===== config.mk =====
export PLATFORM = sky130hd
export DESIGN_NAME = code_rom_security_lock
export DESIGN_NICKNAME = d
export VERILOG_FILES = /design/src/logic/code_lock_pkg.sv /design/src/logic/code_rom_security_lock.sv /design/src/logic/key_mem.sv
export SDC_FILE = /design/constraint.sdc
export NUM_CORES = 1
export LEC_CHECK = 0
export BUFFER_PORTS_ARGS = -buffer_cell sky130_fd_sc_hd__buf_4
export CAP_MARGIN = 20
export CORE_ASPECT_RATIO = 0.7
export CORE_UTILIZATION = 60
export DETAILED_ROUTE_END_ITERATION = 7
export GPL_ROUTABILITY_DRIVEN = 1
export MAX_ROUTING_LAYER = met4
export PLACE_DENSITY = 0.78
export SYNTH_ARGS = -nofsm -noshare
export SYNTH_HDL_FRONTEND = slang
export SYNTH_SLANG_ARGS = --single-unit

===== constraint.sdc =====
create_clock -name pclk -period 5.5 [get_ports pclk]
set_clock_uncertainty 0.05 [all_clocks]
set_input_delay 1.1 -clock pclk [delete_from_list [all_inputs] [get_ports pclk]]
set_output_delay 1.1 -clock pclk [all_outputs]
set_load 0.01 [all_outputs]

===== src/logic/code_lock_pkg.sv =====
// constants and carrier types shared by the code protection block
package code_lock_pkg;

  // ----------------------------------------------------------------------
  // register map (byte addresses)
  // ----------------------------------------------------------------------
  localparam logic [11:0] ctrl_off = 12'h000;
  localparam logic [11:0] status_off = 12'h004;
  localparam logic [11:0] addr_off = 12'h008;
  localparam logic [11:0] wdata_off = 12'h00C;
  localparam logic [11:0] vdata_off = 12'h010;
  localparam logic [11:0] fetch_off = 12'h014;
  localparam logic [11:0] fdata_off = 12'h018;

  // ----------------------------------------------------------------------
  // control command field positions
  // ----------------------------------------------------------------------
  localparam int cmd_pgm_code_pos = 0;
  localparam int cmd_pgm_key_pos = 1;
  localparam int cmd_pgm_lock1_pos = 2;
  localparam int cmd_pgm_lock2_pos = 3;
  localparam int cmd_verify_pos = 4;
  localparam int cmd_fetch_pos = 5;
  localparam int ctrl_ext_pos = 6;

  // ----------------------------------------------------------------------
  // sizes, reset values, timing
  // ----------------------------------------------------------------------
  localparam int code_aw = 13;
  localparam int key_depth = 64;
  localparam int key_aw = 6;
  localparam logic [7:0] key_reset = 8'hFF;
  localparam logic [31:0] zero_word = 32'h0000_0000;
  localparam int clk_mhz = 40;
  localparam int osc_mhz_max = 6;
  localparam int verify_osc_periods = 48;
  // tightest limit: 48 periods at the fastest oscillator
  localparam int verify_cycles =
    (verify_osc_periods * clk_mhz) / osc_mhz_max;
  localparam logic [8:0] verify_cnt_max = 9'(verify_cycles);

  // ----------------------------------------------------------------------
  // carrier types
  // ----------------------------------------------------------------------
  typedef struct packed {
    logic lock_bit_one;
    logic lock_bit_two;
    logic key_done;
    logic ext_latched;
  } lock_state_s;

  typedef enum logic [1:0] {st_idle, st_wait, st_done} verify_e;

endpackage : code_lock_pkg


===== src/logic/code_rom_security_lock.sv =====
// program memory protection: lock bits, key array, verify and fetch gating
// Operation
// unlocked part returns code on verify
// programmed key makes verify output encrypted
// lock one blocks external table reads
// lock one latches pin, stops programming
// both locks also disable verify
// key array of 64 bytes, erased ones
// undefined lock combinations never relied on
// programmer sets lock two after one
// small image: code then locks at 1040
// large image: code then locks at 2040
// key bytes follow user code in image
// strobe high at least 10 us
// verify data valid within 48 periods
// encrypted byte is code xnor key
// key array never readable
// five 100 us strobe pulses per location
// programmer gives address, reads data port
// key byte chosen by low six address bits
// lock state loaded at reset, held
//
// The address map and the APB slave port were decided locally.
`timescale 1ns/1ps
module code_rom_security_lock (
  // apb clock and reset
  input wire logic pclk,
  input wire logic presetn,
  // apb slave
  input wire logic psel,
  input wire logic penable,
  input wire logic pwrite,
  input wire logic [11:0] paddr,
  input wire logic [31:0] pwdata,
  output logic [31:0] prdata,
  output logic pready,
  output logic pslverr,
  // nonvolatile lock field and external fetch pin
  input wire logic [1:0] lock_field,
  input wire logic external_fetch_select_pin,
  // code memory port
  input wire logic [7:0] code_rdata,
  output logic [12:0] code_addr,
  output logic [7:0] code_wdata,
  output logic code_wr,
  // protection state
  output code_lock_pkg::lock_state_s lock_state,
  output logic fetch_blocked
);
  import code_lock_pkg::*;

  // ----------------------------------------------------------------------
  // state
  // ----------------------------------------------------------------------
  logic lock1_ff;
  logic lock2_ff;
  logic key_done_ff;
  logic ext_ff;
  logic load_ff;
  logic [2:0] pin_sync_ff;
  logic pin_q_ff;
  logic [12:0] addr_ff;
  logic [7:0] wdata_ff;
  logic [7:0] vdata_ff;
  logic [7:0] fdata_ff;
  logic vvalid_ff;
  logic fvalid_ff;
  logic refused_ff;
  logic fblk_ff;
  logic [8:0] vcnt_ff;
  verify_e vst_ff;
  verify_e nxt_vst;
  logic [7:0] key_byte;
  logic ext_mode_ff;

  // ----------------------------------------------------------------------
  // apb decode
  // ----------------------------------------------------------------------
  wire wr_cyc = psel && penable && pwrite;
  wire rd_setup = psel && !penable && !pwrite;
  wire hit_ctrl = paddr == ctrl_off;
  wire hit_status = paddr == status_off;
  wire hit_addr = paddr == addr_off;
  wire hit_wdata = paddr == wdata_off;
  wire hit_vdata = paddr == vdata_off;
  wire hit_fetch = paddr == fetch_off;
  wire hit_fdata = paddr == fdata_off;
  wire hit_any = hit_ctrl || hit_status || hit_addr || hit_wdata
    || hit_vdata || hit_fetch || hit_fdata;
  wire ctrl_wr = wr_cyc && hit_ctrl;
  wire go_code = ctrl_wr && pwdata[cmd_pgm_code_pos];
  wire go_key = ctrl_wr && pwdata[cmd_pgm_key_pos];
  wire go_lock1 = ctrl_wr && pwdata[cmd_pgm_lock1_pos];
  wire go_lock2 = ctrl_wr && pwdata[cmd_pgm_lock2_pos];
  wire go_verify = ctrl_wr && pwdata[cmd_verify_pos];
  wire go_fetch = ctrl_wr && pwdata[cmd_fetch_pos];

  // ----------------------------------------------------------------------
  // protection decisions
  // ----------------------------------------------------------------------
  // lock two without lock one is undefined; treated as fully locked
  wire lock_any = lock1_ff || lock2_ff;
  wire verify_ok = !lock2_ff;
  wire pgm_ok = !lock_any;
  wire code_pgm = go_code && pgm_ok;
  wire key_pgm = go_key && pgm_ok;
  wire pgm_refused = (go_code || go_key) && !pgm_ok;
  wire verify_refused = go_verify && !verify_ok;
  // with a lock bit set, a table read from external code space cannot see internal bytes
  wire ext_fetch = ext_mode_ff || (lock_any ? ext_ff : pin_q_ff);
  // a command counts as external if its own source bit or the pin (latched level once locked, live level while open) says so
  wire cmd_ext = pwdata[ctrl_ext_pos] || (lock_any ? ext_ff : pin_q_ff);
  wire fetch_denied = go_fetch && lock_any && cmd_ext;
  wire [5:0] key_sel = addr_ff[key_aw-1:0];
  // xnor with the selected key byte, raw when key array is erased
  wire [7:0] verify_byte =
    key_done_ff ? ~(code_rdata ^ key_byte) : code_rdata;

  // ----------------------------------------------------------------------
  // key array
  // ----------------------------------------------------------------------
  // its read port only feeds the xnor, so keys never reach the bus
  key_mem u_key_mem (
    .pclk(pclk),
    .presetn(presetn),
    .wr_en(key_pgm),
    .wr_addr(addr_ff[key_aw-1:0]),
    .wr_data(wdata_ff),
    .rd_addr(key_sel),
    .rd_data(key_byte)
  );

  // ----------------------------------------------------------------------
  // lock state load and hold
  // ----------------------------------------------------------------------
  always_ff @(posedge pclk or negedge presetn) begin
    if (!presetn) begin
      load_ff <= 1'b1;
      lock1_ff <= 1'b0;
      lock2_ff <= 1'b0;
      key_done_ff <= 1'b0;
      ext_ff <= 1'b0;
    end else begin
      load_ff <= 1'b0;
      if (load_ff) begin
        lock1_ff <= lock_field[0];
        lock2_ff <= lock_field[1];
        ext_ff <= pin_q_ff;
      end else begin
        lock1_ff <= lock1_ff | go_lock1;
        // a second lock bit is still allowed after the first
        lock2_ff <= lock2_ff | go_lock2;
      end
      key_done_ff <= key_done_ff | key_pgm;
    end
  end

  // ----------------------------------------------------------------------
  // pin synchroniser
  // ----------------------------------------------------------------------
  // no reset on purpose: the chain keeps sampling while reset is held,
  // so the level latched at the first edge after release is settled
  always_ff @(posedge pclk) begin
    pin_sync_ff <= {pin_sync_ff[1:0], external_fetch_select_pin};
  end

  // a change counts once the last two stages agree
  wire pin_agree = pin_sync_ff[1] == pin_sync_ff[2];
  always_ff @(posedge pclk) begin
    if (pin_agree) begin
      pin_q_ff <= pin_sync_ff[2];
    end
  end

  // ----------------------------------------------------------------------
  // software registers
  // ----------------------------------------------------------------------
  always_ff @(posedge pclk or negedge presetn) begin
    if (!presetn) begin
      addr_ff <= 13'h0000;
      wdata_ff <= 8'h00;
      ext_mode_ff <= 1'b0;
    end else begin
      if (wr_cyc && hit_addr) begin
        addr_ff <= pwdata[code_aw-1:0];
      end
      if (wr_cyc && hit_wdata) begin
        wdata_ff <= pwdata[7:0];
      end
      if (ctrl_wr) begin
        ext_mode_ff <= pwdata[ctrl_ext_pos];
      end
    end
  end

  // ----------------------------------------------------------------------
  // verify sequencer
  // ----------------------------------------------------------------------
  always_comb begin
    nxt_vst = vst_ff;
    case (vst_ff)
      st_idle: begin
        if ((go_verify && verify_ok) || go_fetch) begin
          nxt_vst = st_wait;
        end
      end
      st_wait: begin
        nxt_vst = st_done;
      end
      default: begin
        nxt_vst = st_idle;
      end
    endcase
  end

  logic is_fetch_ff;
  always_ff @(posedge pclk or negedge presetn) begin
    if (!presetn) begin
      vst_ff <= st_idle;
      is_fetch_ff <= 1'b0;
      vdata_ff <= 8'h00;
      fdata_ff <= 8'h00;
      vvalid_ff <= 1'b0;
      fvalid_ff <= 1'b0;
      fblk_ff <= 1'b0;
      refused_ff <= 1'b0;
    end else begin
      vst_ff <= nxt_vst;
      if (vst_ff == st_idle && go_fetch) begin
        is_fetch_ff <= 1'b1;
      end else if (vst_ff == st_idle && go_verify) begin
        is_fetch_ff <= 1'b0;
      end
      if (go_verify) begin
        vvalid_ff <= 1'b0;
      end
      if (vst_ff == st_done && !is_fetch_ff) begin
        vdata_ff <= verify_byte;
        vvalid_ff <= 1'b1;
      end
      if (go_fetch) begin
        fvalid_ff <= 1'b0;
        fblk_ff <= fetch_denied;
      end else if (vst_ff == st_done && is_fetch_ff) begin
        fdata_ff <= fblk_ff ? 8'h00 : code_rdata;
        fvalid_ff <= 1'b1;
      end
      if (ctrl_wr) begin
        refused_ff <= pgm_refused || verify_refused;
      end
    end
  end

  // ----------------------------------------------------------------------
  // verify latency counter
  // ----------------------------------------------------------------------
  // flags an answer slower than the fastest programmer may wait for;
  // kept apart so the sequencer block stays short
  always_ff @(posedge pclk or negedge presetn) begin
    if (!presetn) begin
      vcnt_ff <= 9'h000;
    end else if (go_verify) begin
      vcnt_ff <= 9'h000;
    end else if (vst_ff == st_wait && !vvalid_ff) begin
      vcnt_ff <= vcnt_ff + 9'h001;
    end
  end

  // ----------------------------------------------------------------------
  // read mux and outputs
  // ----------------------------------------------------------------------
  wire [31:0] status_word = {22'h0, vcnt_ff >= verify_cnt_max,
    fblk_ff, refused_ff, fvalid_ff, vvalid_ff, ext_fetch, key_done_ff,
    ext_ff, lock2_ff, lock1_ff};
  wire [31:0] rd_word =
    hit_status ? status_word :
    hit_addr ? {19'h0, addr_ff} :
    hit_wdata ? {24'h0, wdata_ff} :
    hit_vdata ? {24'h0, vdata_ff} :
    hit_fdata ? {24'h0, fdata_ff} :
    hit_ctrl ? {25'h0, ext_mode_ff, 6'h00} : zero_word;

  always_ff @(posedge pclk or negedge presetn) begin
    if (!presetn) begin
      prdata <= zero_word;
      pready <= 1'b0;
      pslverr <= 1'b0;
      code_addr <= 13'h0000;
      code_wdata <= 8'h00;
      code_wr <= 1'b0;
      lock_state <= '0;
      fetch_blocked <= 1'b0;
    end else begin
      // registered at setup, so every access is answered with no wait
      pready <= psel && !penable;
      pslverr <= psel && !penable && !hit_any;
      prdata <= rd_setup ? rd_word : zero_word;
      code_addr <= addr_ff;
      code_wdata <= wdata_ff;
      code_wr <= code_pgm;
      lock_state <= '{lock1_ff, lock2_ff, key_done_ff, ext_ff};
      fetch_blocked <= lock_any && ext_fetch;
    end
  end

endmodule : code_rom_security_lock


===== src/logic/key_mem.sv =====
// 64 byte encryption key array, registered read
`timescale 1ns/1ps
module key_mem (
  // clock and reset
  input wire logic pclk,
  input wire logic presetn,
  // write port
  input wire logic wr_en,
  input wire logic [5:0] wr_addr,
  input wire logic [7:0] wr_data,
  // read port
  input wire logic [5:0] rd_addr,
  output logic [7:0] rd_data
);
  import code_lock_pkg::*;

  logic [7:0] mem_ff [key_depth];

  // ----------------------------------------------------------------------
  // storage, all ones until programmed
  // ----------------------------------------------------------------------
  genvar gi;
  generate
    for (gi = 0; gi < key_depth; gi++) begin : g_ent
      always_ff @(posedge pclk or negedge presetn) begin
        if (!presetn) begin
          mem_ff[gi] <= key_reset;
        end else if (wr_en && wr_addr == 6'(gi)) begin
          mem_ff[gi] <= mem_ff[gi] & wr_data;
        end
      end
    end
  endgenerate

  always_ff @(posedge pclk or negedge presetn) begin
    if (!presetn) begin
      rd_data <= key_reset;
    end else begin
      rd_data <= mem_ff[rd_addr];
    end
  end

endmodule : key_mem


; ---- Word-level counts from Yosys, hierarchy flattened
; Cells that the tools add are included.
[word_totals]
ff_bits = 625
wordCells = 385
[op_classes]
n_addsub = 1
n_lt_le_gt_ge = 2
eq_ne = 73
muxes = 25
n_bitwise = 71
n_reduce_logical = 118
[ops]
columns = op, count
row1 = AND 8 bit, 64
row2 = equality test 6 bit (second input constant), 32
row3 = equality test 6 x 5 -> 1 bit (second input constant), 16
row4 = logical AND 1 bit, 91
row5 = two-way mux 8 bit, 7
row6 = binary-select mux 8 bit (select 6 bit), 1
row7 = equality test 6 x 4 -> 1 bit (second input constant), 8
row8 = two-way mux 13 bit, 3
row9 = equality test 12 x 5 -> 1 bit (second input constant), 3
row10 = equality test 12 x 4 -> 1 bit (second input constant), 2
row11 = equality test 6 x 3 -> 1 bit (second input constant), 4
row12 = two-way mux 9 bit, 2
row13 = equality test 12 x 3 -> 1 bit (second input constant), 1
row14 = equality test 6 x 2 -> 1 bit (second input constant), 2
row15 = logical NOT 12 bit, 1
row16 = logical OR 1 bit, 12
row17 = adder 9 x 1 -> 9 bit (second input constant), 1
row18 = >= comparator 9 bit (second input constant), 1
row19 = two-way mux 1 bit, 9
row20 = inverter 8 bit, 1
row21 = nonzero test 2 bit, 4
row22 = XOR 8 bit, 1
row23 = >= comparator 7 bit (second input constant), 1
row24 = logical NOT 1 bit, 7
row25 = other kinds (14), 16

; ---- Longest topological paths before layout
[logic_depth]
depth_word = 9
ltp_mapped = 8
depth_no_buf = 5

; ---- Hierarchy
; A second synthesis with hierarchy kept.
[hier_totals]
cells_unflattened = 1839
hier_area_um2 = 26580.5
[by_module_without_submodules]
columns = module, instances, cells_per_inst, area_per_inst_um2, seq_area_each_um2
row1 = key_mem, 1, 1471, 22145.0, 13663.1
row2 = code_rom_security_lock, 1, 368, 4435.5, 2618.8

; ---- Worst setup path before layout
; No wires, ideal clock.
[synth_timing]
kind = input port to flip-flop
startpoint = input paddr[9]
endpoint = register u_key_mem.mem_ff[125] in the netlist's numbering
setup_time_ns = 0.077
arrival_ns = 3.063
required_ns = 5.373
path_slack_ns = 2.309
path_stages = 7
path_buffers = 2
cell_sequence = or4_1 > nand2b_4 > or4_4 > or3_4 > buf_6 > buf_2 > o21a_1
[synth_via]
elab_chain_cells = 5
[synth_rtl]
columns = item, line
row1 = start: declaration, code_rom_security_lock.sv:33  ; input wire logic [11:0] paddr,
row2 = logical NOT 12 bit, code_rom_security_lock.sv:81  ; wire hit_ctrl = paddr == ctrl_off;
row3 = logical AND 1 bit, code_rom_security_lock.sv:90  ; wire ctrl_wr = wr_cyc && hit_ctrl;
row4 = logical AND 1 bit, code_rom_security_lock.sv:92  ; wire go_key = ctrl_wr && pwdata[cmd_pgm_key_pos];
row5 = logical AND 1 bit, code_rom_security_lock.sv:106  ; wire key_pgm = go_key && pgm_ok;
row6 = logical AND 1 bit, key_mem.sv:28  ; end else if (wr_en && wr_addr == 6'(gi)) begin
row7 = end signal: indexed assignment, key_mem.sv:27  ; mem_ff[gi] <= key_reset;
row8 = end signal: indexed assignment, key_mem.sv:29  ; mem_ff[gi] <= mem_ff[gi] & wr_data;
row9 = end: declaration, key_mem.sv:17  ; logic [7:0] mem_ff [key_depth];
; Every way passes these cells.
; A chain may end at the register's enable or synchronous reset.

; ---- Final worst setup path
[layout_timing]
startpoint = input paddr[5]
endpoint = register u_key_mem.mem_ff[395] in the netlist's numbering
; The elaborated chain is that of the path after synthesis.

==> summary.md <==
| Metric | Value |
|---|---|
| Clock power frac | 46.9% |
| Max-cap viol count | 0 |
| Netlist cell types | 52 |
| CP arrival | 3.94 ns |
| Reg2reg end | u_key_mem.rd_data[2] |
| Routability cong. | 0.878 |
| Hold path depth | 0 |
| Largest net degree at the start of global routing | 135 |
| WL per Instance | 25.7 µm |
| CP Launch Type | input pin |
| Die Area | 45600 µm² |
| Boundary Pins | 121 |
| Outcome | finished, final reports clean |
| Hold wc startpoint | pin_sync_ff[0] |
| Syn avg cell area | 13.8 µm² |
| Share of layout cells above drive strength 1 | 45.4% |
| Post-CTS sizing | 0 |
| Cell-internal power | 7.21 mW |
| CTS Sinks | 625 |
| CP max FO | 49 |
| Worst IR drop on VDD | 343 µV |
| Vias per cell | 6.55 |
| CTS H-tree lvls | 2 |
| Yosys reg bits | 625 |
| Row count | 64 |
| Sequential area share after synthesis | 60.7% |
| R2R depth | 5 |
| Number of flops mapped to enable cells by yosys | 1 |
| Synth Cell Area | 26800 µm² |
| Synth Warn # | 0 |
| Final period util | 63.3% |
| Worst-Margin Slew | 1.06 ns |
| CTS root buf | clkbuf_16 |
| Die height | 179 µm |
| Max clock buf depth | 3 |
| Mapped Cells | 1949 |
| Top cell type's share of synthesized area | 51.0% |
| Crit path capture type | flip-flop |
| Primary FF master, synth | dfstp_2 |
| Wire length of the first global-routing pass | 105 mm |
| Layout area overhead | 11.8% |
| Vias in the first global route | 17800 |
| Sw Pwr | 1.89 mW |
| CTS buffer count | 56 |
| Slew headroom | 29.2% |
| R2r setup slk | 2.17 ns |
| Sink of the worst hold path | pin_sync_ff[1] |
| Max Slew Vio Count | 0 |
| GRT Overall Usage | 31.3% |
| GRT overflow | 0 |
| Synth area leaders | dfstp_2 51%, mux4_2 11%, o21a_1 10% |
| Clock Latency Late Sink | 0.60 ns |
| Sw Share | 20.8% |
| Register share of total power | 51.0% |
| Synth async-reset ratio | 99.4% |
| Die width | 255 µm |
| 1st-iter DRT viols | 1780 |
| Tot Pwr | 9.10 mW |
| Leak Pwr | 11.1 nW |
| Initial core utilization | 61.2% |
| Final net count | 2043 |
| Initial antenna violation count | 2 |
| WP data required | 5.95 ns |
| Fin Setup TNS | 0 ns |
| Final setup viols | 0 |
| HPWL Detailed | 40.7 mm |
| RSZ-0062 raised after global routing | false |
| Remaining DRCs | 0 |
| Logic pwr share | 2.1% |
| Hold Path Class | flip-flop to flip-flop |
| CTS tree | built |
| # hold bufs at CTS | 0 |
| Critical path class | input pin to flip-flop |
| Final ANT Viol Nets | 0 |
| RR Startpoint | addr_ff[0] |
| Setup Buffers After CTS | 0 |
| Final hold viol count | 0 |
| Total core area | 43900 µm² |
| Area leader, netlist | dfstp_2 |
| Via Count | 17200 |
| I/O Buffers | 82 |
| Clock-pin slew on the worst setup and hold paths | 0.06 ns |
| Total Wirelength | 67.3 mm |
| Pwr dens | 303 nW/µm² |
| Fin crit period | 3.48 ns |
| First-pass DRT Iterations | 5 |
| Fmax | 287 MHz |
## layout make-up
| cell class | instances | area (µm²) |
|---|---|---|
| antenna | 2 | 5.00 |
| clock buffer | 78 | 1620 |
| clock inverter | 27 | 409 |
| fill | 3002 | 13900 |
| inverter | 8 | 30.0 |
| multi-input combinational | 1176 | 9940 |
| sequential | 625 | 16300 |
| tap | 594 | 743 |
| timing repair buffer | 114 | 970 |
## how the worst max path moves through the flow
| stage | start | endpoint | slack [ns] | cells past startpoint |
|---|---|---|---|---|
| after detailed placement | paddr[9] | u_key_mem.mem_ff[395] | 1.48 | 8 |
| after CTS | paddr[9] | u_key_mem.mem_ff[395] | 2.07 | 8 |
| after floorplan | paddr[9] | u_key_mem.mem_ff[125] | 2.31 | 7 |
| final | paddr[5] | u_key_mem.mem_ff[395] | 2.02 | 8 |
| after global placement | paddr[9] | u_key_mem.mem_ff[138] | 1.56 | 8 |
| after global routing | paddr[5] | u_key_mem.mem_ff[395] | 1.91 | 8 |
## layout by cell type, fill, tap and decap left out, types with 5 or more instances in the layout
master,instances
and2_1,6
or2_2,7
clkinv_2,10
xnor2_1,12
a21oi_1,52
buf_12,6
inv_1,8
a22oi_1,73
o21a_1,372
dfrtp_1,98
bufinv_16,10
mux4_2,128
buf_4,104
nand2b_1,8
clkbuf_8,11
and3_1,5
nand2_1,110
clkbuf_16,57
mux2_2,32
a21boi_1,13
xor2_1,5
nor3_1,32
nor2b_1,22
nor2_1,69
conb_1,20
mux2i_1,7
or4_1,9
a31o_2,6
dfstp_2,521
o21ai_0,9
clkbuf_1,10
nand3_1,10
a21boi_0,128
## sequential cells by signal, indices dropped and copies added, names as in the netlist, 2 cells and up
register / flops
u_key_mem.mem_ff: 512
addr_ff: 13
code_addr: 13
prdata: 13
vcnt_ff: 9
code_wdata: 8
fdata_ff: 8
u_key_mem.rd_data: 8
vdata_ff: 8
wdata_ff: 8
lock_state: 4
pin_sync_ff: 3
vst_ff: 2
## metrics by stage
stage	instance area, µm²	worst slack [ns]	instances	hold slack, ns	utilization (%)
2_1_floorplan	26900	2.31	1968	0.260	-
3_3_place_gp	27900	1.56	2514	0.262	63.6
3_5_place_dp	27900	1.48	2515	0.272	63.7
4_1_cts	30000	2.07	2620	0.287	68.3
5_1_grt	30000	1.91	2623	0.292	68.4
6_report	30000	2.02	2624	0.282	68.4
## power by group through the flow
stage / registers (mW) / clock network [mW] / logic (mW)
3_5_place_dp: 4.71 / 0 / 0.195
2_1_floorplan: 4.71 / 0 / 0.0608
3_3_place_gp: 4.71 / 0 / 0.191
4_1_cts: 4.64 / 4.32 / 0.196
5_1_grt: 4.64 / 4.50 / 0.218
6_report: 4.64 / 4.26 / 0.193
## per-layer routing
metal | vias to the layer above | track usage, % | wire length, µm
met2 | 814 | 46.5 | 31200
met3 | 146 | 7.22 | 6360
met4 | 0 | 8.23 | 1600
met1 | 9076 | 43.9 | 28200
li1 | 7151 | - | -
met5 | - | - | 0
## critical path, cell delays in order
cell     delay (ns)
buf_4          0.11
nor3_1         0.41
nand3_1        0.23
nor4_1         0.37
buf_4          0.22
nand3_4        0.59
buf_4          0.58
o21a_1         0.27
## Yosys cell counts, drive strengths merged, types with 3 or more instances
| library cell | instances |
|---|---|
| a22oi | 73 |
| xnor2 | 12 |
| mux2 | 32 |
| mux4 | 128 |
| nand4 | 3 |
| nor3b | 4 |
| a21oi | 52 |
| o21a | 372 |
| nor2 | 70 |
| and2 | 6 |
| nand2 | 111 |
| or4 | 10 |
| nor3 | 35 |
| dfrtp | 100 |
| or2 | 7 |
| clkbuf | 99 |
| buf | 60 |
| a21boi | 141 |
| a31oi | 3 |
| o22ai | 3 |
| inv | 8 |
| mux2i | 7 |
| o21ai | 9 |
| a31o | 6 |
| nand3b | 4 |
| dfstp | 521 |
| and3 | 6 |
| nand2b | 9 |
| dfxtp | 3 |
| nor2b | 24 |
| nand3 | 11 |
| xor2 | 5 |
## cell families (layout without fill, tap and decap cells)
logic type | after synthesis | after routing | synth area share [%]
adders and majority gates | 2 | 2 | 0.0932
buffers and inverters | 167 | 227 | 2.81
other | 1 | 22 | 0.0140
and+or+nand+nor | 304 | 304 | 5.44
xor gates and xnor gates | 17 | 17 | 0.555
AOI/OAI and AO/OA | 666 | 666 | 18.1
muxes | 167 | 167 | 12.3
DFF | 625 | 625 | 60.7
Power figures use the tool's default switching activity.
